File: config.mk
export PLATFORM = sky130hd
export DESIGN_NAME = pse_class_cap_readback
export DESIGN_NICKNAME = d
export VERILOG_FILES = /design/src/pkg/pse_class_pkg.sv /design/src/design/i2c_byte_target.sv /design/src/design/pse_class_cap_readback.sv
export SDC_FILE = /design/constraint.sdc
export NUM_CORES = 1
export LEC_CHECK = 0
export ABC_AREA = 0
export BUFFER_PORTS_ARGS = -buffer_cell sky130_fd_sc_hd__buf_2
export CAP_MARGIN = 20
export CORE_ASPECT_RATIO = 0.75
export CORE_UTILIZATION = 24
export CTS_BUF_LIST = sky130_fd_sc_hd__clkbuf_16
export CTS_CLUSTER_SIZE = 14
export DETAILED_ROUTE_END_ITERATION = 7
export HOLD_SLACK_MARGIN = 0.08
export PLACE_DENSITY = 0.41
export SYNTH_ARGS = -nofsm -noshare
export SYNTH_HDL_FRONTEND = slang
export SYNTH_SLANG_ARGS = --single-unit
File: constraint.sdc
create_clock -name clk -period 2.6 [get_ports clk]
set_input_delay 0.26 -clock clk [delete_from_list [all_inputs] [get_ports clk]]
set_output_delay 0.26 -clock clk [all_outputs]
set_load 0.02 [all_outputs]
File: src/pkg/pse_class_pkg.sv
// Shared constants and carriers of the class and capacitance readback bank
package pse_class_pkg;

   // -------------------------------------------------------------
   // Command codes (register offsets), unmapped read value and spent byte
   // -------------------------------------------------------------
   localparam logic [7:0] OFF_CH4_CAP = 8'h4b;
   localparam logic [7:0] OFF_CH1_CLASS = 8'h4c;
   localparam logic [7:0] OFF_CH2_CLASS = 8'h4d;
   localparam logic [7:0] OFF_CH3_CLASS = 8'h4e;
   localparam logic [7:0] OFF_CH4_CLASS = 8'h4f;
   localparam logic [7:0] UNMAPPED_READ = 8'h00;
   localparam logic [7:0] SPENT_BYTE = 8'hff;

   // -------------------------------------------------------------
   // Reset values and field positions
   // -------------------------------------------------------------
   localparam logic [7:0] CAP_RESET = 8'h00;
   localparam logic [7:0] CLASS_RESET = 8'h00;
   localparam int GRANTED_MSB = 7;
   localparam int GRANTED_LSB = 4;
   localparam int PRIOR_MSB = 3;
   localparam int PRIOR_LSB = 0;

   // -------------------------------------------------------------
   // Class codes
   // -------------------------------------------------------------
   localparam logic [3:0] CLS_UNKNOWN = 4'h0;
   localparam logic [3:0] CLS_1 = 4'h1;
   localparam logic [3:0] CLS_3 = 4'h3;
   localparam logic [3:0] CLS_4 = 4'h4;
   localparam logic [3:0] CLS_0 = 4'h6;
   localparam logic [3:0] CLS_5_SS = 4'h8;
   localparam logic [3:0] CLS_8_SS = 4'hb;
   localparam logic [3:0] CLS_5_DS = 4'hd;

   // Per-channel class report from the discovery engine
   typedef struct packed {
      logic valid;
      logic [3:0] granted;
      logic [3:0] prior;
   } class_report_t;

   // Per-channel operating state
   typedef struct packed {
      logic off;
      logic semi_auto;
      logic detect_en;
      logic class_en;
   } chan_state_t;

endpackage : pse_class_pkg

File: src/design/i2c_byte_target.sv
// Serial target that serves one-byte command reads and swallows writes
`timescale 1ns/1ns
module i2c_byte_target #(
   parameter logic [6:0] DEV_ADDR = 7'h20
) (
   input wire logic clk,
   input wire logic rst_n,
   input wire logic scl_in,
   input wire logic sda_in,
   output logic sda_out,
   output logic sda_oe_n,
   output logic [7:0] cmd,
   output logic rd_req,
   input wire logic [7:0] rd_data
);

   typedef enum logic [3:0] {
      ST_IDLE = 4'b0000,
      ST_ADDR = 4'b0001,
      ST_ACK_ADDR = 4'b0010,
      ST_CMD = 4'b0011,
      ST_ACK_CMD = 4'b0100,
      ST_WDATA = 4'b0101,
      ST_ACK_W = 4'b0110,
      ST_RDATA = 4'b0111,
      ST_ACK_R = 4'b1000
   } tgt_state_t;

   tgt_state_t state, next_state;
   logic scl_q, sda_q, next_drive, drive, rw, next_rw, extra, next_extra;
   logic [3:0] cnt, next_cnt;
   logic [7:0] shift, next_shift, tx, next_tx, next_cmd;
   logic rise, fall, start_c, stop_c;

   // -------------------------------------------------------------
   // Line events
   // -------------------------------------------------------------
   assign rise = scl_in && !scl_q;
   assign fall = !scl_in && scl_q;
   assign start_c = scl_in && scl_q && sda_q && !sda_in;
   assign stop_c = scl_in && scl_q && !sda_q && sda_in;
   assign sda_out = 1'b0; // Open drain: only ever pulls low
   assign sda_oe_n = !drive;
   assign rd_req = fall && state == ST_ACK_ADDR && rw;

   // Bit engine; SDA only changes on SCL low
   always_comb begin
      next_state = state;
      next_cnt = cnt;
      next_shift = shift;
      next_tx = tx;
      next_drive = drive;
      next_rw = rw;
      next_cmd = cmd;
      next_extra = extra;
      if (start_c) begin
         next_state = ST_ADDR;
         next_cnt = 4'h0;
         next_drive = 1'b0;
         next_extra = 1'b0;
      end else if (stop_c) begin
         next_state = ST_IDLE;
         next_drive = 1'b0;
      end else if (rise) begin
         if (state == ST_ADDR || state == ST_CMD || state == ST_WDATA) begin
            next_shift = {shift[6:0], sda_in};
            next_cnt = cnt + 4'h1;
         end else if (state == ST_ACK_R && sda_in) begin
            next_state = ST_IDLE; // Controller NACK ends the read
         end
      end else if (fall) begin
         case (state)
            ST_ADDR: begin
               if (cnt == 4'h8) begin
                  next_state = (shift[7:1] == DEV_ADDR) ? ST_ACK_ADDR : ST_IDLE;
                  next_drive = (shift[7:1] == DEV_ADDR);
                  next_rw = shift[0];
               end
            end
            ST_ACK_ADDR: begin
               // RQ10 snapshot whole byte
               if (rw) begin
                  next_tx = rd_data;
                  next_drive = !rd_data[7];
                  next_cnt = 4'h1;
                  next_state = ST_RDATA;
               end else begin
                  next_drive = 1'b0;
                  next_cnt = 4'h0;
                  next_state = ST_CMD;
               end
            end
            ST_CMD: begin
               if (cnt == 4'h8) begin
                  next_cmd = shift;
                  next_drive = 1'b1;
                  next_state = ST_ACK_CMD;
               end
            end
            ST_WDATA: begin
               if (cnt == 4'h8) begin
                  next_drive = 1'b1;
                  next_state = ST_ACK_W;
               end
            end
            ST_ACK_CMD, ST_ACK_W: begin
               // RQ1 write data dropped
               next_drive = 1'b0;
               next_cnt = 4'h0;
               next_state = ST_WDATA;
            end
            ST_RDATA: begin
               if (cnt == 4'h8) begin
                  next_drive = 1'b0;
                  next_state = ST_ACK_R;
               end else begin
                  next_drive = !tx[6];
                  next_tx = {tx[6:0], 1'b1};
                  next_cnt = cnt + 4'h1;
               end
            end
            ST_ACK_R: begin
               // RQ3 only one real byte
               next_tx = pse_class_pkg::SPENT_BYTE;
               next_drive = 1'b0;
               next_cnt = 4'h1;
               next_extra = 1'b1;
               next_state = ST_RDATA;
            end
            default: next_state = ST_IDLE;
         endcase
      end
   end

   // Registers of the bit engine
   always_ff @(posedge clk or negedge rst_n) begin
      if (!rst_n) begin
         state <= ST_IDLE;
         scl_q <= 1'b1;
         sda_q <= 1'b1;
         cnt <= 4'h0;
         shift <= 8'h00;
         tx <= 8'h00;
         drive <= 1'b0;
         rw <= 1'b0;
         cmd <= 8'h00;
         extra <= 1'b0;
      end else begin
         state <= next_state;
         scl_q <= scl_in;
         sda_q <= sda_in;
         cnt <= next_cnt;
         shift <= next_shift;
         tx <= next_tx;
         drive <= next_drive;
         rw <= next_rw;
         cmd <= next_cmd;
         extra <= next_extra;
      end
   end

   a_read_snapshot: assert property (@(posedge clk) disable iff (!rst_n) // RQ10
      rd_req |=> tx == $past(rd_data) && drive == !$past(rd_data[7]))
      else $error("read byte not captured whole");

   a_single_byte: assert property (@(posedge clk) disable iff (!rst_n) // RQ3
      extra && state == ST_RDATA |-> !drive)
      else $error("target drove a second data byte");

endmodule : i2c_byte_target

File: src/design/pse_class_cap_readback.sv
// Read-only class and capacitance result bank behind the serial port
// Behaviour
// RQ1: The fourth channel's capacitance byte reads at command 4Bh and writes change nothing.
// RQ2: The capacitance byte loads the latest 8-bit result and is zero after reset.
// RQ3: Each access moves exactly one data byte; further bytes are released lines.
// RQ4: Four class bytes for channels one to four read at 4Ch to 4Fh, zero after reset.
// RQ5: Turning a channel off clears both class nibbles of that channel.
// RQ6: The granted class sits in bits 7 to 4 using the legal codes, others read unknown.
// RQ7: The prior class sits in bits 3 to 0, kept apart from the granted class.
// RQ8: A device that showed class 0 is recorded with granted class 3.
// RQ9: The prior class is kept only in semi-auto mode with detection and class enabled.
// RQ10: Each byte updates in one clock and a read captures it whole.
`timescale 1ns/1ns
module pse_class_cap_readback #(
   parameter int NUM_CH = 4,
   parameter logic [6:0] DEV_ADDR = 7'h20
) (
   input wire logic clk,
   input wire logic rst_n,
   input wire logic scl_in,
   input wire logic sda_in,
   output logic sda_out,
   output logic sda_oe_n,
   input wire logic cap_done,
   input wire logic [7:0] cap_result_bits,
   input pse_class_pkg::class_report_t report [NUM_CH],
   input pse_class_pkg::chan_state_t chan [NUM_CH],
   output logic [7:0] cap_byte,
   output logic [7:0] class_byte [NUM_CH]
);

   // -------------------------------------------------------------
   // Elaboration checks
   // -------------------------------------------------------------
   // Command codes are fixed, so the channel count cannot grow
   if (NUM_CH != 4) begin : g_bad_ch
      $error("NUM_CH must be 4");
   end

   // Legal granted class code
   function automatic logic granted_legal(input logic [3:0] code);
      granted_legal = (code <= pse_class_pkg::CLS_4)
         || (code >= pse_class_pkg::CLS_5_SS && code <= pse_class_pkg::CLS_8_SS)
         || (code == pse_class_pkg::CLS_5_DS);
   endfunction : granted_legal

   // Map a reported class to the code stored as granted class
   function automatic logic [3:0] granted_code(input logic [3:0] code);
      if (code == pse_class_pkg::CLS_0) begin
         granted_code = pse_class_pkg::CLS_3;
      end else if (granted_legal(code)) begin
         granted_code = code;
      end else begin
         granted_code = pse_class_pkg::CLS_UNKNOWN;
      end
   endfunction : granted_code

   logic [7:0] cmd, rd_data, next_cap;
   logic rd_req;

   // -------------------------------------------------------------
   // Capacitance result
   // -------------------------------------------------------------
   // RQ2 load latest result
   always_comb begin
      next_cap = cap_byte;
      if (cap_done) begin
         next_cap = cap_result_bits;
      end
   end

   // Whole byte moves in one edge, never bit by bit
   always_ff @(posedge clk or negedge rst_n) begin
      if (!rst_n) begin
         cap_byte <= pse_class_pkg::CAP_RESET;
      end else begin
         cap_byte <= next_cap;
      end
   end

   a_cap_load: assert property (@(posedge clk) disable iff (!rst_n) // RQ2
      cap_done |=> cap_byte == $past(cap_result_bits))
      else $error("capacitance byte missed its result");

   a_cap_readonly: assert property (@(posedge clk) disable iff (!rst_n) // RQ1
      !cap_done |=> $stable(cap_byte))
      else $error("capacitance byte changed without a result");

   a_reset_zero: assert property (@(posedge clk) // RQ4
      $rose(rst_n) |-> cap_byte == pse_class_pkg::CAP_RESET
         && class_byte[0] == pse_class_pkg::CLASS_RESET
         && class_byte[3] == pse_class_pkg::CLASS_RESET)
      else $error("result bytes not zero after reset");

   // -------------------------------------------------------------
   // Class bytes, one per channel
   // -------------------------------------------------------------
   for (genvar ch = 0; ch < NUM_CH; ch++) begin : g_ch
      logic [7:0] next_class;
      logic prior_ok;

      // RQ9 prior class gate
      assign prior_ok = chan[ch].semi_auto && chan[ch].detect_en && chan[ch].class_en;

      // Turn-off wins over a report in the same cycle: the channel is dead
      always_comb begin
         next_class = class_byte[ch];
         if (chan[ch].off) begin
            // RQ5 clear on turn-off
            next_class = pse_class_pkg::CLASS_RESET;
         end else if (report[ch].valid) begin
            // RQ6 RQ8 granted nibble
            next_class[pse_class_pkg::GRANTED_MSB:pse_class_pkg::GRANTED_LSB] =
               granted_code(report[ch].granted);
            // RQ7 prior nibble
            next_class[pse_class_pkg::PRIOR_MSB:pse_class_pkg::PRIOR_LSB] =
               prior_ok ? report[ch].prior : pse_class_pkg::CLS_UNKNOWN;
         end
      end

      // Both nibbles written on one edge
      always_ff @(posedge clk or negedge rst_n) begin
         if (!rst_n) begin
            class_byte[ch] <= pse_class_pkg::CLASS_RESET;
         end else begin
            class_byte[ch] <= next_class;
         end
      end

      // Checks per channel; each watches the registered byte
      a_off_clears: assert property (@(posedge clk) disable iff (!rst_n) // RQ5
         chan[ch].off |=> class_byte[ch] == pse_class_pkg::CLASS_RESET)
         else $error("class byte kept after turn-off");

      a_granted_legal: assert property (@(posedge clk) disable iff (!rst_n) // RQ6
         report[ch].valid && !chan[ch].off |=> granted_legal(class_byte[ch][7:4]))
         else $error("granted class holds a reserved code");

      a_class0_map: assert property (@(posedge clk) disable iff (!rst_n) // RQ8
         report[ch].valid && !chan[ch].off && report[ch].granted == pse_class_pkg::CLS_0
         |=> class_byte[ch][7:4] == pse_class_pkg::CLS_3)
         else $error("class 0 not recorded as class 3");

      a_prior_field: assert property (@(posedge clk) disable iff (!rst_n) // RQ7
         report[ch].valid && !chan[ch].off && prior_ok
         |=> class_byte[ch][3:0] == $past(report[ch].prior))
         else $error("prior class nibble wrong");

      a_prior_gate: assert property (@(posedge clk) disable iff (!rst_n) // RQ9
         report[ch].valid && !chan[ch].off && !prior_ok
         |=> class_byte[ch][3:0] == pse_class_pkg::CLS_UNKNOWN)
         else $error("prior class kept outside semi-auto discovery");

      a_granted_copy: assert property (@(posedge clk) disable iff (!rst_n) // RQ6
         report[ch].valid && !chan[ch].off && granted_legal(report[ch].granted)
         |=> class_byte[ch][7:4] == $past(report[ch].granted))
         else $error("legal granted class not stored as reported");

      a_reserved_zero: assert property (@(posedge clk) disable iff (!rst_n) // RQ6
         report[ch].valid && !chan[ch].off && !granted_legal(report[ch].granted)
         && report[ch].granted != pse_class_pkg::CLS_0
         |=> class_byte[ch][7:4] == pse_class_pkg::CLS_UNKNOWN)
         else $error("reserved granted class not stored as unknown");

      a_class_hold: assert property (@(posedge clk) disable iff (!rst_n) // RQ10
         !report[ch].valid && !chan[ch].off |=> $stable(class_byte[ch]))
         else $error("class byte changed without a report");

      // No disable here: the check looks at the release edge itself
      a_class_reset: assert property (@(posedge clk) // RQ4
         $rose(rst_n) |-> class_byte[ch] == pse_class_pkg::CLASS_RESET)
         else $error("class byte not zero after reset");

      // Snapshot reaches the pin one clock after the acknowledge fall
      a_map_class: assert property (@(posedge clk) disable iff (!rst_n) // RQ4
         rd_req && cmd == 8'(pse_class_pkg::OFF_CH1_CLASS + ch)
         |=> sda_oe_n == $past(class_byte[ch][7]))
         else $error("first bit of class read wrong");
   end

   // -------------------------------------------------------------
   // Read decode
   // -------------------------------------------------------------
   // RQ1 RQ4 command map
   always_comb begin
      case (cmd)
         pse_class_pkg::OFF_CH4_CAP: rd_data = cap_byte;
         pse_class_pkg::OFF_CH1_CLASS: rd_data = class_byte[0];
         pse_class_pkg::OFF_CH2_CLASS: rd_data = class_byte[1];
         pse_class_pkg::OFF_CH3_CLASS: rd_data = class_byte[2];
         pse_class_pkg::OFF_CH4_CLASS: rd_data = class_byte[3];
         default: rd_data = pse_class_pkg::UNMAPPED_READ;
      endcase
   end

   a_map_ch4_cap: assert property (@(posedge clk) disable iff (!rst_n) // RQ1
      rd_req && cmd == pse_class_pkg::OFF_CH4_CAP && !cap_done
      |=> sda_oe_n == $past(cap_byte[7]))
      else $error("first bit of capacitance read wrong");

   // Stray pointers read zero rather than a neighbour's byte
   a_unmapped_read: assert property (@(posedge clk) disable iff (!rst_n) // RQ4
      rd_req && (cmd < pse_class_pkg::OFF_CH4_CAP || cmd > pse_class_pkg::OFF_CH4_CLASS)
      |=> !sda_oe_n)
      else $error("unmapped command did not read zero");

   // Serial port; writes are acknowledged but never stored
   i2c_byte_target #(
      .DEV_ADDR(DEV_ADDR)
   ) u_port (
      .clk(clk),
      .rst_n(rst_n),
      .scl_in(scl_in),
      .sda_in(sda_in),
      .sda_out(sda_out),
      .sda_oe_n(sda_oe_n),
      .cmd(cmd),
      .rd_req(rd_req),
      .rd_data(rd_data)
   );

endmodule : pse_class_cap_readback

# [Word-level counts from Yosys, hierarchy flattened]
# Index checks and enable logic that the tools add are counted.
[classes] add_sub_neg=1 n_eq_ne=37 magnitude_cmp=12 n_mux=54 n_reduce_logical=57 bitwise_logic=3
[ops] cell="4-bit 2-to-1 mux" count=28
[ops] cell="8-bit 2-to-1 mux" count=8
[ops] cell="8-bit by 7-bit == test with 1-bit output, second input constant" count=5
[ops] cell="8-bit one-hot mux with 5 select lines" count=1
[ops] cell="4-bit by 3-bit == test with 1-bit output, second input constant" count=8
[ops] cell="4-bit one-hot mux with 7 select lines" count=1
[ops] cell="4-bit == test, second input constant" count=6
[ops] cell="7-bit one-hot mux with 3 select lines" count=1
[ops] cell="1-bit logical AND" count=20
[ops] cell="4-bit >= comparator, second input constant" count=4
[ops] cell="4-bit by 3-bit less-or-equal comparator with 1-bit output, second input constant" count=4
[ops] cell="4-bit less-or-equal comparator, second input constant" count=4
[ops] cell="4-bit one-hot mux with 4 select lines" count=1
[ops] cell="5-bit by 2-bit != test with 1-bit output, second input constant" count=3
[ops] cell="7-bit 2-to-1 mux" count=2
[ops] cell="7-bit AND reduction" count=2
[ops] cell="6-bit AND reduction" count=2
[ops] cell="1-bit logical OR" count=10
[ops] cell="5-bit AND reduction" count=2
[ops] cell="1-bit 2-to-1 mux" count=9
[ops] cell="3-bit nonzero test" count=3
[ops] cell="4-bit by 2-bit == test with 1-bit output, second input constant" count=2
[ops] cell="4-bit by 2-bit != test with 1-bit output, second input constant" count=2
[ops] cell="4-bit != test, second input constant" count=2
[ops] cell="other kinds (20)" count=34
[word_totals] input_bits=65 regBits=75

# [Depth between registers and ports, before layout]
# Gate-level depths: netlist of the first run.
[logic_depth] word_depth=9 mapped_depth=8

# [By module]
# From an unflattened synthesis of the first run, not the netlist that was laid out.
[hier_totals] hier_cells=403 area_unflattened_um2=4217.8
[by_module_without_submodules] module="pse_class_cap_readback" n_inst=1 area_each_um2=2170.8 cells_per_inst=203
[by_module_without_submodules] module="i2c_byte_target" n_inst=1 area_each_um2=2047.0 cells_per_inst=200

# [Least setup slack after synthesis of the first run]
# Ideal clock, no wire load.
[synth_timing] kind="reg2reg" startpoint="register u_port.scl_q" endpoint="register u_port.state[1]" path_stages_with_launch=7 synth_period_minus_slack_ns=1.888 n_path_buf=0 slack_ns=0.712 setup_ns=0.125 arrival_ns=1.763 required_ns=2.475 cell_sequence="dfstp_2 ha_1 nand3b_1 a21oi_1 a21oi_1 a31oi_4 mux2_4"
[synth_between] elab_chain_len=5 elab_cells_between_ends=19
[synth_rtl] element="from (decl)" line="i2c_byte_target.sv:30" rtl="logic scl_q, sda_q, next_drive, drive, rw, next_rw, extra, next_extra;"
[synth_rtl] element="from (signal assigned)" line="i2c_byte_target.sv:150" rtl="scl_q <= scl_in;"
[synth_rtl] element="1-bit logical AND / 1-bit zero test (equally long branches)" line="i2c_byte_target.sv:40, i2c_byte_target.sv:41, i2c_byte_target.sv:38"
[synth_rtl] element="1-bit logical AND, on equally long branches" line="i2c_byte_target.sv:41, i2c_byte_target.sv:38, i2c_byte_target.sv:40"
[synth_rtl] element="1-bit logical AND, or another cell as far along" line="i2c_byte_target.sv:41" rtl="assign stop_c = scl_in && scl_q && !sda_q && sda_in;"
[synth_rtl] element="5-bit by 2-bit != test with 1-bit output (no line), or another cell as far along"
[synth_rtl] element="7-bit AND reduction (no line) / 4-bit 2-to-1 mux (equally long branches)"
[synth_rtl] element="to (signal assigned)" line="i2c_byte_target.sv:149" rtl="state <= next_state;"
[synth_rtl] element="to (decl)" line="i2c_byte_target.sv:29" rtl="tgt_state_t state, next_state;"
# Several ways; a longest one is shown, not always the timed one.
# A chain may end at the register's enable or synchronous reset.

# [Worst setup path after layout of the first run]
[layout_timing] startpoint="register u_port.state[0]" endpoint="register u_port.tx[2]"
[layout_between] elab_chain_len=3 elab_cells_between_ends=8
[layout_rtl] element="4-bit by 2-bit == test with 1-bit output, or another cell as far along"
[layout_rtl] element="2-bit by 1-bit != test with 1-bit output (no line), or another cell as far along"
[layout_rtl] element="7-bit AND reduction (no line)"
[layout_rtl] element="to (signal assigned)" line="i2c_byte_target.sv:154" rtl="tx <= next_tx;"
[layout_rtl] element="to (decl)" line="i2c_byte_target.sv:32" rtl="logic [7:0] shift, next_shift, tx, next_tx, next_cmd;"
# Several ways; a longest one is shown, not always the timed one.

==> results_dict.tcl, run 1 <==
set metrics [dict create \
    fin_skew_ps 13.7 \
    vias 3454 \
    die_w_um 156 \
    p_per_area_nw_per_um2 590 \
    rows 41 \
    dr.first_iter.drc_count 281 \
    startpoint "u_port.state[0]" \
    async_reset_ff_share_pct 100 \
    utilization_pct 30.8 \
    insertion_delay_ps 340 \
    synth_area_leaders "dfrtp_1 43%, mux2_2 6.6%, a21oi_1 4.0%" \
    synth-simple-area-share_pct 16.1 \
    grt_max_degree 75 \
    ys_warn_count 0 \
    max_freq_ghz 0.464 \
    syn_avg_cell_area_um2 10.3 \
    initial_core_util_pct 25.0 \
    synthMuxAreaShare_pct 11.3 \
    period_needed_ps 2160 \
    synth-xor-area-share_pct 1.02 \
    wl_um 11800 \
    finalSetupTns_ps 0 \
    finish.instance_area_um2 5280 \
    ant_nets 0 \
    die-area_um2 18400 \
    synth_area_um2 4280 \
    io_pins 107 \
    cp_data_required_time_ps 2840 \
    wire_per_inst_um 15.7 \
    peakVddDrop_mv 0.212 \
    synthCells 415 \
    ys_seq_area_share_pct 44.0 \
    layout-drive-gt1-share_pct 32.3 \
    r2r-end "u_port.tx[2]" \
    hold_class "primary input to asynchronous set/reset pin" \
    globalplace.congestion 0.839 \
    r2r-start "u_port.state[0]" \
    syn2layout_area_growth_pct 23.6 \
    synth_compound_area_share_pct 20.3 \
    hold_viol_final 0 \
    synth_fp_nets 486 \
    drv_cap 0 \
    ctsRootBufferMaster "clkbuf_16" \
    core_area_um2 17100 \
    grt_usage_pct 13.6 \
    nNetsFinal 583 \
    crit_end "u_port.tx[2]" \
    ys_ff_latch 75 \
    numPortBuffers 105 \
    postCtsSetupBuffers 0 \
    cp-start-kind "flop" \
    fillCellCount 1848 \
    synthAdderAreaFrac_pct 1.76 \
    cts_made_buffers 9 \
    ff2ff_setup_slack_ps 440 \
    slew_viol_final 0 \
    gr-total-overflow 0 \
    grt_first_pass_wirelength_um 19200 \
    rsz0062_at_grt "false" \
    detail_route.drc_violations 0 \
    critical_path.max_fanout 17 \
    viasPerCell 4.59 \
    clock_sinks 75 \
    synth_ff_type "dfrtp_1" \
    outcome "finished, final reports clean" \
    die_h_um 118 \
    reg2regPathDepth 5 \
    synth_top_area_share_pct 42.7 \
    htree_num_levels 3 \
    antenna_found_initial 0 \
    clockBufferDepth 2 \
    crit_type "flop to flop" \
    layout_commonest_cell "buf_2" \
    synth-edff-count 0 \
    antenna_cells 0 \
    crit_path_end_kind "flop" \
    dp_hpwl_um 8920 \
    synth_top_area_cell "dfrtp_1" \
    relSlewSlack_pct 35.8 \
    setup_viol 0 \
    p_leak_uw 0.00236 \
    ys_types 63 \
    drt_pass1_iterations 4 \
    finalCritPeriodShare_pct 82.9 \
    worst_ep_arrival_time_ps 2390 \
    path_clk_slew_ps 60 \
    synth_top_family_by_area "compound AO/OA/AOI/OAI gates" \
    final_cell_mix "104 x buf_2, 73 x dfrtp_1, 34 x nor2_1, 34 x a21oi_1, 25 x mux2_2" \
    worst_pin_slew_ps 962 \
    grt_pass1_vias 3501 \
    placement.cell_area_um2 4970 \
    cts_tree "done" \
]
routing by layer:
layer	track usage [%]	wire length [µm]
met5	0	0
met4	3.86	50
met3	3.17	430
met2	18.6	5000
met1	20.8	6350
cell usage after synthesis (all sizes together) (2+ instances only):
cell type and n:
mux2i 14, nor2 34, a22o 19, a21o 2, nand3b 4, nand2 15
a31oi 5, nand3 13, nand4b 6, nor2b 5, mux2 26, dfstp 2
nand2b 16, and4b 2, a32oi 4, o21a 5, nor4b 3, ha 6
xnor2 4, o211ai 7, o2bb2ai 4, o21ai 23, nor3b 3, dfrtp 73
o22ai 2, nor3 5, buf 19, or3 2, mux4 2, a21oi 35
clkbuf 7, inv 17, nand4 7, a211oi 7
logic make-up (layout without fill, tap and decap cells):
family          count (synthesis)  in the layout
simple gates                  120            120
flops                          75             75
buf+inv                        43            145
xor+xnor                        5              5
compound gates                123            123
fa+ha+maj                       6              6
mux                            42             42
other cells                     1              1
stage by stage:
stage               std cells  hold slack (ps)  setup WS [ps]  total power (µW)
finish                    753             59.6            444              3110
global route              753              122            308              3300
CTS                       753              120            489              3170
detailed placement        735              418            500              1900
global placement          735              416            569              1900
floorplan                 415            -35.6            712              1680
registers in the layout, summed over array words and instances (netlist names):
register,flops
u_port.state,4
cap_byte,8
u_port.cnt,4
u_port.scl_q,1
u_port.sda_q,1
u_port.tx,7
u_port.rw,1
u_port.cmd,8
class_byte,32
u_port.shift,8
u_port.drive,1
power breakdown:
group          switching (µW)  leakage (µW)  internal [µW]
clock                     498      0.000140            739
sequential                117       0.00100           1270
combinational             285       0.00122            201
how the worst min path moves through the flow:
stage          cells after the start  slack [ps]  startpoint        endpoint
6_report                           1          60       rst_n     cap_byte[6]
4_1_cts                            2         120  report[11]  class_byte[10]
5_1_grt                            2         120  report[11]  class_byte[10]
3_5_place_dp                       1         420      scl_in    u_port.scl_q
2_1_floorplan                      0         -40       rst_n     cap_byte[0]
3_3_place_gp                       1         420      scl_in    u_port.scl_q
final cells by class:
type	count	area [µm²]	share of cell area (%)
inverter	17	63.8	1.21
clock buffer	9	225	4.26
tap	236	295	5.59
timing repair buffer	112	586	11.1
sequential	75	1880	35.6
multi-input combinational	297	2160	41.0
clock inverter	7	70.1	1.33
worst max-delay path, stage by stage (launching register included):
cell and delay, ps:
dfrtp_1 730, and4b_1 610, and2_1 220, o211a_4 260, o211ai_1 120, o21a_1 120
timing repair:
item	4_1_cts	5_1_grt
endpoints found under the hold margin	2	0
hold buffers	2	0
gates resized for setup	0	0
(Power assumes the default switching activity.)
==> run 2: changes to the inputs <==
ABC_AREA = 1   (was 0)
PLACE_DENSITY = 0.43   (was 0.41)
clock period = 1.93 ns   (was 2.6 ns; I/O delays follow)
==> run 2 against run 1 <==
Sequential share of layout area down 1.6 points. Setup slack worse by 290 ps. Area after synthesis decreased by 0.44%. Largest power group unchanged. Worst hold slack improved by 33 ps. Die area is 0.43% lower. Final cell count grew 23%. Combinational power shrank 0.8%. Register-to-register slack worse by 250 ps. Critical path depth increased by 5. Flip-flop and latch count unchanged. Clock skew down 6.5 ps. Critical endpoint is now u_port.cmd[0].
==> results_dict.tcl, run 2 <==
set metrics [dict create \
    drt_pass1_iterations 8 \
    htree_num_levels 3 \
    hold_class "primary input to flop" \
    slew_viol_final 0 \
    async_reset_ff_share_pct 100 \
    dp_hpwl_um 9650 \
    globalplace.congestion 0.897 \
    path_clk_slew_ps 60 \
    detail_route.drc_violations 0 \
    drv_cap 0 \
    fin_cells 926 \
    largest_reg_flops 32 \
    postCtsSetupBuffers 0 \
    fin_skew_ps 7.25 \
    grt_max_degree 35 \
    peakVddDrop_mv 0.380 \
    viasPerCell 4.44 \
    cp-start-kind "primary input" \
    rsz0062_at_grt "false" \
    synth_area_um2 4260 \
    dp.cells 906 \
    cts_made_buffers 9 \
    nNetsFinal 756 \
    utilization_pct 32.4 \
    crit_end "u_port.cmd[0]" \
    layout-drive-gt1-share_pct 27.4 \
    antenna_found_initial 0 \
    synth_ff_type "dfrtp_1" \
    io_pins 107 \
    reg2regPathDepth 8 \
    rows 41 \
    grt_pass1_vias 4051 \
    p_per_area_nw_per_um2 703 \
    syn2layout_area_growth_pct 29.8 \
    die_h_um 117 \
    insertion_delay_ps 330 \
    crit_path_end_kind "flop" \
    antenna_cells 0 \
    die-area_um2 18300 \
    critical_path.max_fanout 16 \
    hold_viol_final 0 \
    gr-total-overflow 0 \
    wl_um 12100 \
    grt_first_pass_wirelength_um 20300 \
    clock_sinks 75 \
    crit_type "primary input to flop" \
    ctsRootBufferMaster "clkbuf_16" \
    syn_avg_cell_area_um2 7.61 \
    r2r-start "u_port.scl_q" \
    core_area_um2 17100 \
    synth_top_area_cell "dfrtp_1" \
    ys_ff_latch 75 \
    p_leak_uw 0.00289 \
    setup_viol 0 \
    synth_area_leaders "dfrtp_1 43%, nand2_1 12%, nand3_1 9.8%" \
    final_cell_mix "137 x nand2_1, 104 x buf_2, 82 x nand3_1" \
    numPortBuffers 105 \
    initial_core_util_pct 24.9 \
    yosysMostFrequentCell "nand2_1" \
    max_freq_ghz 0.564 \
    ant_nets 0 \
    clockBufferDepth 2 \
    period_needed_ps 1770 \
    cp_data_required_time_ps 2150 \
    startpoint "scl_in" \
    regMostFlops "class_byte" \
    ys_seq_area_share_pct 44.2 \
    ff2ff_setup_slack_ps 190 \
    synth-edff-count 0 \
    die_w_um 156 \
    ys_warn_count 0 \
    outcome "finished, final reports clean" \
    grt_usage_pct 14.0 \
    wire_per_inst_um 13.1 \
    vias 4115 \
    finalCritPeriodShare_pct 91.9 \
    worst_ep_arrival_time_ps 1990 \
    synth_top_area_share_pct 42.9 \
    dr.first_iter.drc_count 250 \
    finalSetupTns_ps 0 \
    synth_fp_nets 630 \
    ys_types 40 \
    synth_common_cells "138 x nand2_1, 83 x nand3_1, 73 x dfrtp_1" \
    layout_commonest_cell "nand2_1" \
    r2r-end "u_port.cnt[1]" \
    cts_tree "done" \
    synthCells 559 \
]
==> run 2: changes by cell type after synthesis, sizes merged, moves of 12 or more <==
cell    change
mux2       -18
nand2b     -16
buf        -12
inv        +58
nand3      +74
o21ai      +24
nor2       +25
mux2i      -14
a21oi      -24
nand2     +132
a22o       -19
==> run 2: timing repair <==
item | 4_1_cts | 5_1_grt
endpoints found under the setup margin | 0 | 9
hold buffers | 4 | 0
endpoints found under the hold margin | 32 | 0
resized for setup | 0 | 2
==> run 2: worst min-delay path by stage <==
stage / startpoint / end / cells past startpoint
CTS: cap_result_bits[0] / cap_byte[0] / 2
detailed placement: rst_n / u_port.cmd[7] / 1
finish: report[14] / class_byte[13] / 2
global route: report[14] / class_byte[13] / 2
floorplan: rst_n / cap_byte[0] / 0
global placement: rst_n / u_port.cmd[7] / 1
==> run 2: layer usage <==
layer  track usage (%)  routed length (µm)  share of wire, %  vias up
met4              3.19                  92              0.76        0
met2              19.8                4980                41      128
met3              3.10                 683               5.6        6
li1                  -                   -                 -     2078
met1              21.2                6390                53     1903
met5                 0                   0                 0        -
==> run 2: cell families (layout without fill, tap and decap cells) <==
logic type	after synthesis	after routing	synth area share, %
and+or+nand+nor	306	306	33.0
muxes	8	8	2.12
other	1	1	0.0881
DFF	75	75	44.2
adders and majority gates	6	6	1.76
buffers and inverters	87	218	8.05
xor gates and xnor gates	2	2	0.412
AOI/OAI and AO/OA	74	74	10.4
==> run 2: power breakdown <==
group	internal [µW]	leakage (µW)	total, µW	switching, µW
combinational	185	0.00174	482	297
clock	997	0.000139	1680	688
sequential	1660	0.00101	1720	61.7
total	2840	0.00289	3880	1050
==> run 2: final cells by class <==
class | count | area (µm²)
Sequential cell | 75 | 1880
Multi-Input combinational cell | 397 | 2040
Fill cell | 1870 | 11600
Clock inverter | 7 | 70.1
Inverter | 79 | 302
Timing Repair Buffer | 123 | 711
Tap cell | 236 | 295
Clock buffer | 9 | 225
==> run 2: per-stage QoR <==
step                      power [µW]  area [µm²]  hold WS [ps]  setup slack (ps)
final                           3880        5530          92.9               157
after global routing            4080        5530          82.8              36.2
after CTS                       3940        5520          82.8               111
after detailed placement        2230        5180           186               169
after global placement          2220        5180           178               240
after floorplan                 2000        4260          -103               170
==> run 2: worst max-delay path: stages <==
cell and delay [ps]:
dlygate4sd3_1 530, buf_2 150, ha_1 240, nand3_2 150
nand3_2 150, nor2_2 170, nand4_2 120, buf_12 180
nand2_1 60, o21ai_1 60
==> run 3: changes to the inputs <==
BUFFER_PORTS_ARGS = default   (was -buffer_cell sky130_fd_sc_hd__buf_2)
DONT_BUFFER_PORTS = 1   (was default)
PLACE_DENSITY = 0.37   (was 0.43)
TNS_END_PERCENT = 20   (was default)
==> run 3 against run 2 <==
The run now ends with hold timing left. Critical path depth shrank 1. Via count shrank 4.6%. Wire length grew 2.1%. Clock power grew 7%. Combinational power shrank 23%. Power grew 1.6%. Flip-flop and latch count is the same. Worst hold slack lost 550 ps. Die area is the same. Critical path type is now flop to flop. Largest cell class unchanged. Largest power group is now clock.
==> results_dict.tcl, run 3 (synthesis gave the netlist of run 2 again) <==
set metrics [dict create \
    ant_nets 0 \
    insertion_delay_ps 340 \
    cts_made_buffers 9 \
    worst_ep_arrival_time_ps 1990 \
    wl_um 12400 \
    rsz0062_at_grt "false" \
    postCtsSetupBuffers 0 \
    p_clk_share_pct 45.6 \
    htree_num_levels 3 \
    crit_type "flop to flop" \
    die_w_um 156 \
    grt_pass1_vias 3936 \
    grt_usage_pct 14.4 \
    p_leak_uw 0.00258 \
    slew_viol_final 0 \
    largest_reg_flops 32 \
    worst_pin_slew_ps 514 \
    drv_cap 0 \
    dr.first_iter.drc_count 279 \
    cp_num_buf_inv 3 \
    fin_cells 860 \
    io_pins 107 \
    initial_core_util_pct 24.9 \
    vias 3924 \
    crit_family "flip-flops" \
    max_freq_ghz 0.565 \
    holdWs_ps -458 \
    fin_skew_ps 7.47 \
    grt_max_degree 76 \
    cts_hold_buf 50 \
    p_per_area_nw_per_um2 732 \
    period_needed_ps 1770 \
    numPortBuffers 0 \
    cp_slowest_stage_delay_ps 540 \
    cts_tree "done" \
    pre_cts_slack_ps 160 \
    wire_per_inst_um 14.4 \
    switching_share_pct 25.2 \
    fillCellCount 1827 \
    viasPerCell 4.56 \
    hold_class "primary input to asynchronous set/reset pin" \
    p_int_uw 2950 \
    outcome "finished with violations" \
    detail_route.drc_violations 0 \
    hold_viol_final 75 \
    gr-total-overflow 0 \
    violations "hold timing" \
    ff_latch_area_um2 1880 \
    drt_pass1_iterations 5 \
    critical_path.max_fanout 16 \
    final_cell_mix "137 x nand2_1, 82 x nand3_1, 73 x dfrtp_1" \
    dp_hpwl_um 9100 \
    cp-start-kind "flop" \
    path_cells "inv_1, ha_1, inv_2, nand3_2, nor2_2, nand4_2, buf_4, nand2_1, o21ai_1" \
    finalCritPeriodShare_pct 91.7 \
    p_comb_share_pct 9.4 \
    ctsRootBufferMaster "clkbuf_16" \
    die_h_um 117 \
    switching_power_uw 997 \
    nNetsFinal 691 \
    antenna_found_initial 0 \
    multi_input_area_um2 2050 \
    crit_path_end_kind "flop" \
    relSlewSlack_pct 65.6 \
    path_clk_slew_ps 60 \
    cp_data_required_time_ps 2150 \
    clockBufferDepth 2 \
    setup_viol 0 \
    die-area_um2 18300 \
    syn2layout_area_growth_pct 26.7 \
    clock_sinks 75 \
    peakVddDrop_mv 0.345 \
    core_area_um2 17100 \
    dp.cells 795 \
    finalSetupTns_ps 0 \
    cp_slowest_cell "dfstp_2" \
    globalplace.congestion 0.857 \
    layout_commonest_cell "nand2_1" \
    worst_slack_ps 159 \
    grt_first_pass_wirelength_um 20500 \
    regMostFlops "class_byte" \
    antenna_cells 0 \
    rows 41 \
    seqPwrFrac_pct 45.0 \
    layout-drive-gt1-share_pct 12.5 \
]
run 3: cell count changes in the layout (fill, tap and decap cells not counted), moves of 2 or more:
cell           before  now
clkinvlp_4          3    1
inv_1              65   63
buf_12              3    0
buf_4              12    8
dlygate4sd3_1       4   50
buf_2             104    0
run 3: power groups by stage:
| stage | Combinational (µW) | Clock [µW] | Sequential [µW] |
|---|---|---|---|
| 2_1_floorplan | 223 | 0 | 1780 |
| 3_3_place_gp | 269 | 0 | 1810 |
| 3_5_place_dp | 275 | 0 | 1810 |
| 4_1_cts | 367 | 1860 | 1780 |
| 5_1_grt | 420 | 1920 | 1790 |
| 6_report | 371 | 1800 | 1780 |
run 3: final cells by class:
class	count	share of cell area, %
well taps	236	5.47
repair buffers	58	10.4
multi-input cells	397	38.0
clock buffers	9	4.17
clock inverters	6	1.51
flip-flops and latches	75	34.8
inverters	79	5.59
run 3: layer usage:
| metal | vias to the layer above | wire (µm) | global-route usage (%) |
|---|---|---|---|
| met5 | - | 0 | 0 |
| met3 | 12 | 664 | 3.77 |
| met1 | 1851 | 6360 | 20.8 |
| met4 | 0 | 164 | 4.35 |
| li1 | 1947 | - | - |
| met2 | 114 | 5210 | 20.6 |
run 3: final timing paths:
path                              startpoint  slack (ps)             end  cells after the start
min in group clk                     chan[4]          90  class_byte[11]                      2
max in group asynchronous              rst_n        2150    u_port.sda_q                      0
worst min-delay path                   rst_n        -460   class_byte[6]                      0
worst min register to register  u_port.tx[0]         480    u_port.tx[0]                      2
worst max-delay path            u_port.scl_q         160   u_port.cmd[6]                      9
worst max register to register  u_port.scl_q         160   u_port.cmd[6]                      9
run 3: repair_timing:
action,4_1_cts,5_1_grt
endpoints found under the setup margin,0,9
resized for setup,0,4
hold endpoints to repair,118,75
run 3: worst reg2reg max path, delay by kind of cell (launching register included):
| family | cells | cell delay, ps |
|---|---|---|
| simple gates | 4 | 460 |
| flops | 1 | 540 |
| fa+ha+maj | 1 | 210 |
| buf+inv | 3 | 390 |
| compound gates | 1 | 70 |
run 3: per-stage QoR:
step / power [µW] / hold slack [ps] / area, µm² / util (%)
floorplan: 2000 / -103 / 4260 / -
global placement: 2070 / -101 / 4570 / 26.8
detailed placement: 2080 / -100 / 4570 / 26.8
CTS: 4000 / -470 / 5380 / 31.5
global route: 4130 / -474 / 5400 / 31.6
finish: 3950 / -458 / 5400 / 31.6
